--- config.mk ---
export PLATFORM = sky130hd
export DESIGN_NAME = amc_mode_regs
export DESIGN_NICKNAME = d
export VERILOG_FILES = /design/src/hw/amc_pkg.sv /design/src/hw/amc_mode_regs.sv
export SDC_FILE = /design/constraint.sdc
export NUM_CORES = 1
export LEC_CHECK = 0
export BUFFER_PORTS_ARGS = -buffer_cell sky130_fd_sc_hd__buf_4
export CAP_MARGIN = 0
export CORE_ASPECT_RATIO = 1.1
export CORE_MARGIN = 1
export CORE_UTILIZATION = 50
export CTS_BUF_LIST = sky130_fd_sc_hd__clkbuf_4 sky130_fd_sc_hd__clkbuf_8 sky130_fd_sc_hd__clkbuf_16
export CTS_CLUSTER_DIAMETER = 40
export CTS_CLUSTER_SIZE = 40
export DETAILED_ROUTE_END_ITERATION = 8
export PLACE_DENSITY_LB_ADDON = 0.05
export SLEW_MARGIN = 20
export SYNTH_ARGS = -nofsm -noshare
export SYNTH_HDL_FRONTEND = slang
export SYNTH_SLANG_ARGS = --single-unit
--- constraint.sdc ---
create_clock -name clk_sys -period 6.25 [get_ports clk_sys]
set_input_delay 0.625 -clock clk_sys [delete_from_list [all_inputs] [get_ports clk_sys]]
set_output_delay 0.625 -clock clk_sys [all_outputs]
set_load 0.1 [all_outputs]
--- src/hw/amc_pkg.sv ---
// constants for the converter mode-control register bank
package amc_pkg;
    // ----------------------------------------
    // register addresses (seven-bit space)
    // ----------------------------------------
    localparam logic [6:0] ADDR_SOFT_RESET     = 7'h00;
    localparam logic [6:0] ADDR_FORMAT_POWER   = 7'h01;
    localparam logic [6:0] ADDR_OUTPUT_DRIVE   = 7'h02;
    localparam logic [6:0] ADDR_PATTERN_HIGH   = 7'h03;
    localparam logic [6:0] ADDR_PATTERN_LOW    = 7'h04;
    localparam logic [7:0] REG_RESET_VALUE     = 8'h00;
    // ----------------------------------------
    // field positions
    // ----------------------------------------
    localparam int SOFT_RESET_BIT      = 7;
    localparam int DUTY_DISABLE_BIT    = 7;
    localparam int SCRAMBLE_BIT        = 6;
    localparam int SIGNED_FORMAT_BIT   = 5;
    localparam int SLEEP_BIT           = 4;
    localparam int NAP_B_BIT           = 3;
    localparam int NAP_A_BIT           = 0;
    localparam int DRIVE_CODE_HI       = 7;
    localparam int DRIVE_CODE_LO       = 5;
    localparam int TERMINATION_BIT     = 4;
    localparam int DRIVERS_OFF_BIT     = 3;
    localparam int PATTERN_FORCE_BIT   = 2;
    localparam int LANE_SEL_HI         = 1;
    localparam int LANE_SEL_LO         = 0;
    // ----------------------------------------
    // serial word layout
    // ----------------------------------------
    localparam int          WORD_BITS    = 16;
    localparam logic [4:0]  WORD_LAST    = 5'h0f;
    localparam logic [4:0]  ADDR_DONE    = 5'h07;
    localparam int          RW_POS       = 15;
    // ----------------------------------------
    // nap recovery
    // ----------------------------------------
    localparam int          NAP_WAKE_CYCLES = 100;
    localparam logic [7:0]  NAP_WAKE_COUNT  = 8'(NAP_WAKE_CYCLES);
    // ----------------------------------------
    // lane codes and drive currents (tenths of mA)
    // ----------------------------------------
    localparam logic [1:0]  LANES_TWO  = 2'h0;
    localparam logic [1:0]  LANES_FOUR = 2'h1;
    localparam logic [1:0]  LANES_ONE  = 2'h2;
    localparam logic [2:0]  LANE_N_ONE  = 3'h1;
    localparam logic [2:0]  LANE_N_TWO  = 3'h2;
    localparam logic [2:0]  LANE_N_FOUR = 3'h4;
    localparam logic [5:0]  CUR_000 = 6'h23;
    localparam logic [5:0]  CUR_001 = 6'h28;
    localparam logic [5:0]  CUR_010 = 6'h2d;
    localparam logic [5:0]  CUR_100 = 6'h1e;
    localparam logic [5:0]  CUR_101 = 6'h19;
    localparam logic [5:0]  CUR_110 = 6'h15;
    localparam logic [5:0]  CUR_111 = 6'h12;
    localparam logic [5:0]  CUR_NONE = 6'h00;
    // ----------------------------------------
    // serial state
    // ----------------------------------------
    typedef enum logic [1:0] {
        SER_IDLE  = 2'b00,
        SER_SHIFT = 2'b01,
        SER_DONE  = 2'b10
    } amc_ser_state_t;
endpackage

--- src/hw/amc_mode_regs.sv ---
// converter mode-control register bank with serial configuration port
//
// What this block does
// - duty stabilizer runs when its disable bit is clear, bypassed when set.
// - three-bit drive code maps to seven currents, 000=3.5mA to 111=1.8mA, 011 unused.
// - pattern force bit set drives the test pattern, clear gives conversion data.
// - pattern bits 15..8 come from the high-byte register.
// - pattern bits 7..0 come from the low-byte register.
// - format/power register at 01h, output drive register at 02h.
// - scramble xors every data bit above the lsb with the lsb.
// - forced pattern bypasses both signed formatting and scrambling.
// - 16-bit word rw,addr7,data8; only first 16 edges count; reads never write.
// - sleep downs everything; nap per channel; wake from nap takes 100 clocks.
`timescale 1ns/1ps
module amc_mode_regs #(
    parameter int DATA_W = 16
) (
    // clock and reset
    input  wire logic              clk_sys,
    input  wire logic              rst_b,
    // serial configuration port, synchronous to clk_sys
    input  wire logic              cs_b,
    input  wire logic              sck,
    input  wire logic              sdi,
    output logic                   sdo_out,
    output logic                   sdo_oe_b,
    // conversion data in, one per channel
    input  wire logic [DATA_W-1:0] conv_a,
    input  wire logic [DATA_W-1:0] conv_b,
    // formatted data out
    output logic [DATA_W-1:0]      data_out_a,
    output logic [DATA_W-1:0]      data_out_b,
    // mode controls
    output logic                   duty_stabilizer_on,
    output logic [5:0]             drive_current_tenth_ma,
    output logic                   internal_termination_enable,
    output logic                   output_drivers_disable,
    output logic [2:0]             lane_count,
    output logic                   sleep_active,
    output logic                   nap_a_active,
    output logic                   nap_b_active,
    output logic                   channel_a_ready,
    output logic                   channel_b_ready
);
    // ----------------------------------------
    // reset synchroniser
    // ----------------------------------------
    logic rst_meta_b;
    logic rst_sync_b;
    always_ff @(posedge clk_sys or negedge rst_b) begin
        if (!rst_b) begin
            rst_meta_b <= 1'b0;
            rst_sync_b <= 1'b0;
        end else begin
            rst_meta_b <= 1'b1;
            rst_sync_b <= rst_meta_b;
        end
    end

    function automatic logic [DATA_W-1:0] amc_format(
        input logic [DATA_W-1:0] raw,
        input logic              signed_sel,
        input logic              scramble,
        input logic              force_pat,
        input logic [DATA_W-1:0] pattern
    );
        logic [DATA_W-1:0] v;
        v = raw;
        if (signed_sel) begin
            v[DATA_W-1] = ~v[DATA_W-1];
        end
        if (scramble) begin
            v[DATA_W-1:1] = v[DATA_W-1:1] ^ {(DATA_W-1){v[0]}};
        end
        if (force_pat) begin
            v = pattern;
        end
        return v;
    endfunction

    // ----------------------------------------
    // serial port and registers
    // ----------------------------------------
    amc_pkg::amc_ser_state_t state, next_state;
    logic       sck_prev, next_sck_prev;
    logic [4:0] bit_cnt, next_bit_cnt;
    logic [15:0] shift, next_shift;
    logic [7:0] rd_data, next_rd_data;
    logic [7:0] fmt_reg, next_fmt_reg;
    logic [7:0] drv_reg, next_drv_reg;
    logic [7:0] pat_hi, next_pat_hi;
    logic [7:0] pat_lo, next_pat_lo;
    logic       next_sdo_q;
    logic       rise;

    assign rise = sck & ~sck_prev;

    always_comb begin
        next_state   = state;
        next_sck_prev = sck;
        next_bit_cnt = bit_cnt;
        next_shift   = shift;
        next_rd_data = rd_data;
        next_fmt_reg = fmt_reg;
        next_drv_reg = drv_reg;
        next_pat_hi  = pat_hi;
        next_pat_lo  = pat_lo;
        next_sdo_q   = 1'b1;
        if (cs_b) begin
            next_state = amc_pkg::SER_IDLE;
            next_bit_cnt = '0;
        end else begin
            unique case (state)
                amc_pkg::SER_IDLE, amc_pkg::SER_SHIFT: begin
                    next_state = amc_pkg::SER_SHIFT;
                    // rw bit sits bit_cnt-1 places up, it keeps moving as data shifts in
                    if (bit_cnt > amc_pkg::ADDR_DONE && shift[4'(bit_cnt - 5'h01)]) begin
                        // read data shifts out msb first after the address
                        next_sdo_q = rd_data[7];
                    end
                    if (rise) begin
                        next_shift = {shift[14:0], sdi};
                        next_bit_cnt = bit_cnt + 5'h01;
                        if (bit_cnt == amc_pkg::ADDR_DONE) begin
                            unique case ({shift[5:0], sdi})
                                amc_pkg::ADDR_FORMAT_POWER: next_rd_data = fmt_reg;
                                amc_pkg::ADDR_OUTPUT_DRIVE: next_rd_data = drv_reg;
                                amc_pkg::ADDR_PATTERN_HIGH: next_rd_data = pat_hi;
                                amc_pkg::ADDR_PATTERN_LOW:  next_rd_data = pat_lo;
                                default:                    next_rd_data = '0;
                            endcase
                        end else if (bit_cnt > amc_pkg::ADDR_DONE) begin
                            next_rd_data = {rd_data[6:0], 1'b0};
                        end
                        if (bit_cnt == amc_pkg::WORD_LAST) begin
                            next_state = amc_pkg::SER_DONE;
                            if (!shift[14]) begin
                                unique case (shift[13:7])
                                    amc_pkg::ADDR_SOFT_RESET: begin
                                        if (shift[6]) begin
                                            next_fmt_reg = amc_pkg::REG_RESET_VALUE;
                                            next_drv_reg = amc_pkg::REG_RESET_VALUE;
                                            next_pat_hi  = amc_pkg::REG_RESET_VALUE;
                                            next_pat_lo  = amc_pkg::REG_RESET_VALUE;
                                        end
                                    end
                                    amc_pkg::ADDR_FORMAT_POWER: next_fmt_reg = {shift[6:0], sdi};
                                    amc_pkg::ADDR_OUTPUT_DRIVE: next_drv_reg = {shift[6:0], sdi};
                                    amc_pkg::ADDR_PATTERN_HIGH: next_pat_hi  = {shift[6:0], sdi};
                                    amc_pkg::ADDR_PATTERN_LOW:  next_pat_lo  = {shift[6:0], sdi};
                                    default: ;
                                endcase
                            end
                        end
                    end
                end
                amc_pkg::SER_DONE: begin
                    // edges past the sixteenth are ignored until cs rises
                    next_state = amc_pkg::SER_DONE;
                end
                default: next_state = amc_pkg::SER_IDLE;
            endcase
        end
    end

    always_ff @(posedge clk_sys or negedge rst_sync_b) begin
        if (!rst_sync_b) begin
            state    <= amc_pkg::SER_IDLE;
            sck_prev <= 1'b0;
            bit_cnt  <= '0;
            shift    <= '0;
            rd_data  <= '0;
            fmt_reg  <= amc_pkg::REG_RESET_VALUE;
            drv_reg  <= amc_pkg::REG_RESET_VALUE;
            pat_hi   <= amc_pkg::REG_RESET_VALUE;
            pat_lo   <= amc_pkg::REG_RESET_VALUE;
        end else begin
            state    <= next_state;
            sck_prev <= next_sck_prev;
            bit_cnt  <= next_bit_cnt;
            shift    <= next_shift;
            rd_data  <= next_rd_data;
            fmt_reg  <= next_fmt_reg;
            drv_reg  <= next_drv_reg;
            pat_hi   <= next_pat_hi;
            pat_lo   <= next_pat_lo;
        end
    end

    // ----------------------------------------
    // decoded outputs and nap recovery
    // ----------------------------------------
    logic [7:0] wake_a, next_wake_a;
    logic [7:0] wake_b, next_wake_b;
    logic [DATA_W-1:0] next_out_a, next_out_b;
    logic [5:0] next_cur;
    logic [2:0] next_lanes;
    logic [DATA_W-1:0] pattern;

    assign pattern = {pat_hi, pat_lo};

    always_comb begin
        next_out_a = amc_format(conv_a, fmt_reg[amc_pkg::SIGNED_FORMAT_BIT],
            fmt_reg[amc_pkg::SCRAMBLE_BIT], drv_reg[amc_pkg::PATTERN_FORCE_BIT], pattern);
        next_out_b = amc_format(conv_b, fmt_reg[amc_pkg::SIGNED_FORMAT_BIT],
            fmt_reg[amc_pkg::SCRAMBLE_BIT], drv_reg[amc_pkg::PATTERN_FORCE_BIT], pattern);
        unique case (drv_reg[amc_pkg::DRIVE_CODE_HI:amc_pkg::DRIVE_CODE_LO])
            3'h0:    next_cur = amc_pkg::CUR_000;
            3'h1:    next_cur = amc_pkg::CUR_001;
            3'h2:    next_cur = amc_pkg::CUR_010;
            3'h4:    next_cur = amc_pkg::CUR_100;
            3'h5:    next_cur = amc_pkg::CUR_101;
            3'h6:    next_cur = amc_pkg::CUR_110;
            3'h7:    next_cur = amc_pkg::CUR_111;
            default: next_cur = amc_pkg::CUR_NONE;
        endcase
        unique case (drv_reg[amc_pkg::LANE_SEL_HI:amc_pkg::LANE_SEL_LO])
            amc_pkg::LANES_TWO:  next_lanes = amc_pkg::LANE_N_TWO;
            amc_pkg::LANES_FOUR: next_lanes = amc_pkg::LANE_N_FOUR;
            amc_pkg::LANES_ONE:  next_lanes = amc_pkg::LANE_N_ONE;
            default:             next_lanes = amc_pkg::LANE_N_TWO;     // unused code
        endcase
        // each channel counts its own wake-up; sleep restarts both
        next_wake_a = wake_a;
        next_wake_b = wake_b;
        if (fmt_reg[amc_pkg::SLEEP_BIT] || fmt_reg[amc_pkg::NAP_A_BIT]) begin
            next_wake_a = '0;
        end else if (wake_a != amc_pkg::NAP_WAKE_COUNT) begin
            next_wake_a = wake_a + 8'h01;
        end
        if (fmt_reg[amc_pkg::SLEEP_BIT] || fmt_reg[amc_pkg::NAP_B_BIT]) begin
            next_wake_b = '0;
        end else if (wake_b != amc_pkg::NAP_WAKE_COUNT) begin
            next_wake_b = wake_b + 8'h01;
        end
    end

    always_ff @(posedge clk_sys or negedge rst_sync_b) begin
        if (!rst_sync_b) begin
            wake_a                      <= amc_pkg::NAP_WAKE_COUNT;
            wake_b                      <= amc_pkg::NAP_WAKE_COUNT;
            data_out_a                  <= '0;
            data_out_b                  <= '0;
            duty_stabilizer_on          <= 1'b1;
            drive_current_tenth_ma      <= amc_pkg::CUR_000;
            internal_termination_enable <= 1'b0;
            output_drivers_disable      <= 1'b0;
            lane_count                  <= amc_pkg::LANE_N_TWO;
            sleep_active                <= 1'b0;
            nap_a_active                <= 1'b0;
            nap_b_active                <= 1'b0;
            channel_a_ready             <= 1'b1;
            channel_b_ready             <= 1'b1;
            sdo_out                     <= 1'b0;
            sdo_oe_b                    <= 1'b1;
        end else begin
            wake_a                      <= next_wake_a;
            wake_b                      <= next_wake_b;
            data_out_a                  <= next_out_a;
            data_out_b                  <= next_out_b;
            duty_stabilizer_on          <= ~fmt_reg[amc_pkg::DUTY_DISABLE_BIT];
            drive_current_tenth_ma      <= next_cur;
            internal_termination_enable <= drv_reg[amc_pkg::TERMINATION_BIT];
            output_drivers_disable      <= drv_reg[amc_pkg::DRIVERS_OFF_BIT];
            lane_count                  <= next_lanes;
            sleep_active                <= fmt_reg[amc_pkg::SLEEP_BIT];
            nap_a_active                <= fmt_reg[amc_pkg::NAP_A_BIT];
            nap_b_active                <= fmt_reg[amc_pkg::NAP_B_BIT];
            channel_a_ready             <= (next_wake_a == amc_pkg::NAP_WAKE_COUNT);
            channel_b_ready             <= (next_wake_b == amc_pkg::NAP_WAKE_COUNT);
            // open drain: only ever pulls low
            sdo_out                     <= 1'b0;
            sdo_oe_b                    <= next_sdo_q;
        end
    end
endmodule

# Word level (Yosys, flattened, before mapping)
# Cells that the tools add are included.
[word_totals]
reg_bits = 132
latchBits = 0
mem_bits_rw = 0
romBits = 0
input_bits = 37
wordCells = 119
n_memories = 0
[classes]
n_addsub = 4
multipliers = 0
div = 0
magnitude_cmp = 2
n_eq_ne = 25
shifts = 0
muxes = 32
bitwise_logic = 9
reduce_logical = 21
[ops]
columns = ["cell", "count"]
rows = [
  ["case mux 8 bit (2 select lines)", 4],
  ["2-to-1 mux 8 bit", 7],
  ["case mux 6 bit (7 select lines)", 1],
  ["2-to-1 mux 16 bit", 2],
  ["case mux 8 bit (4 select lines)", 1],
  ["2-to-1 mux 15 bit", 2],
  ["XOR 15 bit", 2],
  ["== test 7 x 2 -> 1 bit, second input constant", 4],
  ["AND reduction 7 bit", 4],
  ["adder 8 x 1 -> 8 bit, second input constant", 2],
  ["== test 8 x 7 -> 1 bit, second input constant", 2],
  ["!= test 8 x 7 -> 1 bit, second input constant", 2],
  ["2-to-1 mux 5 bit", 3],
  ["== test 7 x 1 -> 1 bit, second input constant", 2],
  ["== test 7 x 3 -> 1 bit, second input constant", 2],
  ["nonzero test 2 bit", 7],
  ["== test 3 bit, second input constant", 4],
  ["zero test 7 bit", 1],
  ["2-to-1 mux 1 bit", 6],
  ["2-to-1 mux 2 bit", 3],
  ["inverter 1 bit", 6],
  ["case mux 3 bit (2 select lines)", 1],
  ["adder 5 x 1 -> 5 bit, second input constant", 1],
  ["== test 5 x 3 -> 1 bit, second input constant", 1],
  ["20 further kinds", 23],
]

# Longest topological paths before layout
[logic_depth]
ltp_word = 7
ltp_mapped = 8
depth_no_buf = 6

# Least setup slack after synthesis
# OpenSTA, ideal clock, no wires.
[synth_path]
kind = "input to register"
start = "in cs_b"
end = "reg drv_reg[7]"
setup_time_ns = 0.121
arrival_ns = 2.175
required_ns = 6.129
setup_slack_ns = 3.954
cell_stages = 7
path_buffers = 3
path_cell_list = "buf_6 -> or4b_4 -> buf_6 -> nor3b_4 -> buf_6 -> o2111ai_4 -> a22o_1"
[synth_between]
elab_chain_len = 2
[synth_rtl]
columns = ["item", "line", "source"]
rows = [
  ["from (decl)", "amc_mode_regs.sv:22", "input wire logic cs_b,"],
  ["inverter 1 bit (no source line)", "--", ""],
  ["AND reduction 7 bit (no source line)", "--", ""],
  ["to (signal assigned)", "amc_mode_regs.sv:174", "drv_reg <= amc_pkg::REG_RESET_VALUE;"],
  ["to (signal assigned)", "amc_mode_regs.sv:184", "drv_reg <= next_drv_reg;"],
  ["to (decl)", "amc_mode_regs.sv:90", "logic [7:0] drv_reg, next_drv_reg;"],
]
# Every way passes these cells.
# A chain may end at the register's enable or synchronous reset.

# Worst setup path after layout
[layout_path]
start = "reg bit_cnt[0]"
end = "reg pat_lo[3]"
[layout_between]
elab_chain_len = 2
[layout_rtl]
columns = ["item", "line", "source"]
rows = [
  ["from (decl)", "amc_mode_regs.sv:86", "logic [4:0] bit_cnt, next_bit_cnt;"],
  ["from (signal assigned)", "amc_mode_regs.sv:180", "bit_cnt <= next_bit_cnt;"],
  ["== test 5 x 4 -> 1 bit", "amc_mode_regs.sv:135", "if (bit_cnt == amc_pkg::WORD_LAST) begin"],
  ["AND reduction 7 bit (no source line)", "--", ""],
  ["to (signal assigned)", "amc_mode_regs.sv:176", "pat_lo <= amc_pkg::REG_RESET_VALUE;"],
  ["to (signal assigned)", "amc_mode_regs.sv:186", "pat_lo <= next_pat_lo;"],
  ["to (decl)", "amc_mode_regs.sv:92", "logic [7:0] pat_lo, next_pat_lo;"],
]
# Every way passes these cells.

==> flow_summary.toml <==
[final_layout]
syn2layout_area_growth_pct = 21.2
layout.nets = 773
layoutNonFillerInstCount = 897
nFillCells = 1059
reg_top3 = "data_out_a (16), data_out_b (16), shift (16)"
layout_common_cells = "dfrtp_1 (116), buf_4 (90), nor2_1 (78)"
antenna_cells = 0
layout_commonest_cell = "dfrtp_1"
drive_above_1_share = 0.208

[grt]
grt_max_degree = 68
grt_pass1_wl_um = 24100
overflow = 0
grt_usage = 0.230
antenna_found_initial = 0
grt_pass1_vias = 4742

[synthesis]
async_reset_ff_frac = 1.00
ys_seq_area_frac = 0.511
syn_area_um2 = 6500
yosysWarnings = 0
syn_inst = 656
ys_seq_elements = 132
synth_flop_cell = "dfrtp_1"
syn_nets = 702
synthDistinctLibCells = 58
synth_edf_count = 0
syn_area_per_cell_um2 = 9.91

[floorplanning]
io_pins = 88
die_h_um = 122
num_rows = 43
core_area_um2 = 12600
start_util = 0.514
die_w_um = 111
die_area_um2 = 13500

[clock_network]
tritoncts = "built"
cts-buffers-inserted = 17
root_buffer = "clkbuf_16"
clk_pin_slew_worst_paths_ns = 0.06
cts.sinks = 132
clkLatencyLatePin_ns = 0.41
cts_hold_buf = 1
cts-resized-gates = 0
cts_setup_buffers = 0
cts_max_level = 4
ctsLongestPathBuffers = 2

[timing]
period_share = 0.422
finalSetupViolations = 0
hold_viol = 0
finalClockSkew_ns = 0.00512
rsz0062_at_grt = "no"
slew_headroom = 0.433
worst_pin_slew_ns = 0.848
setup_tns_ns = 0
whs_ns = 0.348
max_clock_freq_mhz = 379
layout_min_cycle_time_ns = 2.64
slew_violations = 0
fin_ws_ns = 3.61

[drt]
wirelength_um = 14500
postRouteAntennaNets = 0
wl_per_cell_um = 16.2
drc_errors = 0
via_per_inst = 5.39
drt-initial-drc-count = 364
vias = 4831
drt_pass1_iterations = 4

[placement]
pre_cts_ws_ns = 3.39
io_buffers = 86
globalplace.congestion = 0.817
place_inst = 864
dp_hpwl_um = 9710

[critical_path]
crit_path_max_fanout = 13
critical_path.endpoint_type = "register"
worst-setup-path-type = "reg -> reg"
arrival_ns = 2.97
crit_required_ns = 6.59
cp-start-kind = "register"

[outcome]
status = "complete, no violations"

[job]
drv_cap = 0

[worst_hold_path]
worstHoldPathType = "in -> reg"

[power_and_ir_drop]
powerDensity_nw_per_um2 = 315
ir_drop_mv = 0.218
p_leak_nw = 3.52
==> layout make-up <==
cell class,count,area [um^2],area share
clock inverters,9,173,0.0219
repair buffers,91,686,0.0870
multi-input cells,443,2850,0.361
inverters,42,158,0.0200
clock buffers,23,495,0.0629
flip-flops and latches,132,3330,0.422
well taps,157,196,0.0249
==> synthesized netlist by cell type, drive strengths merged (4+ instances only) <==
master / number / share of area
xor2: 8 / 0.011
nor4: 5 / 0.0058
a21oi: 13 / 0.010
nor2: 79 / 0.046
or4: 4 / 0.0046
nor2b: 16 / 0.015
nand3: 7 / 0.0054
a22o: 9 / 0.012
nand2b: 9 / 0.0087
mux4: 4 / 0.014
nand3b: 16 / 0.018
dfrtp: 118 / 0.45
xnor2: 40 / 0.054
a211oi: 7 / 0.0081
nor3: 15 / 0.012
mux2i: 27 / 0.042
dfstp: 14 / 0.057
buf: 10 / 0.012
inv: 42 / 0.024
and2: 4 / 0.0038
nand4: 11 / 0.011
and3: 4 / 0.0038
o21ai: 26 / 0.020
nand2: 75 / 0.043
nor4b: 4 / 0.0063
ha: 9 / 0.017
a31oi: 9 / 0.0087
clkbuf: 29 / 0.017
==> worst max-delay path: stages (launching register included) <==
cell and delay [ns]:
dfrtp_1 0.60, ha_1 0.27, and3_1 0.16, ha_1 0.19, nor3b_4 0.54, and3_1 0.56
mux2i_1 0.24
==> per-stage QoR <==
stage,area [um^2],total power [mW],util
2_1_floorplan,6500,1.28,-
3_3_place_gp,7200,1.38,0.570
3_5_place_dp,7200,1.39,0.570
4_1_cts,7880,2.51,0.623
5_1_grt,7880,2.58,0.623
6_report,7880,2.49,0.623
==> report_power, final <==
group	switching, mW	internal [mW]	total (mW)
clock	0.355	0.757	1.11
combinational	0.274	0.118	0.392
sequential	0.0825	0.900	0.982
==> metal layers <==
metal  wire length (um)  up-vias  global-route usage
li1                   -     2345                   -
met1               6570     2352               0.307
met2               7010      114               0.368
met3                621       20              0.0547
met4                284        0              0.0875
met5                  0        -                   0
==> cell families (layout without fill, tap and decap cells) <==
kind of cell | count (synthesis) | count (layout) | synth area share
mux | 31 | 31 | 0.0554
buf+inv | 81 | 165 | 0.0525
flops | 132 | 132 | 0.511
fa+ha+maj | 9 | 9 | 0.0173
xor+xnor | 48 | 48 | 0.0647
other cells | 2 | 2 | 0.00115
simple gates | 267 | 267 | 0.210
compound gates | 86 | 86 | 0.0883
==> path summary, 6_finish.rpt <==
check	startpoint	end	slack [ns]	cells after the start
hold / removal	sck	sck_prev	0.35	1
min in group asynchronous	rst_sync_b	wake_b[1]	0.43	0
setup reg to reg	bit_cnt[0]	pat_lo[3]	3.61	6
hold reg to reg	rst_meta_b	rst_sync_b	0.35	0
setup / recovery	bit_cnt[0]	pat_lo[3]	3.61	6
max in group asynchronous	rst_sync_b	shift[0]	4.48	1
Power figures use the tool's default switching activity.
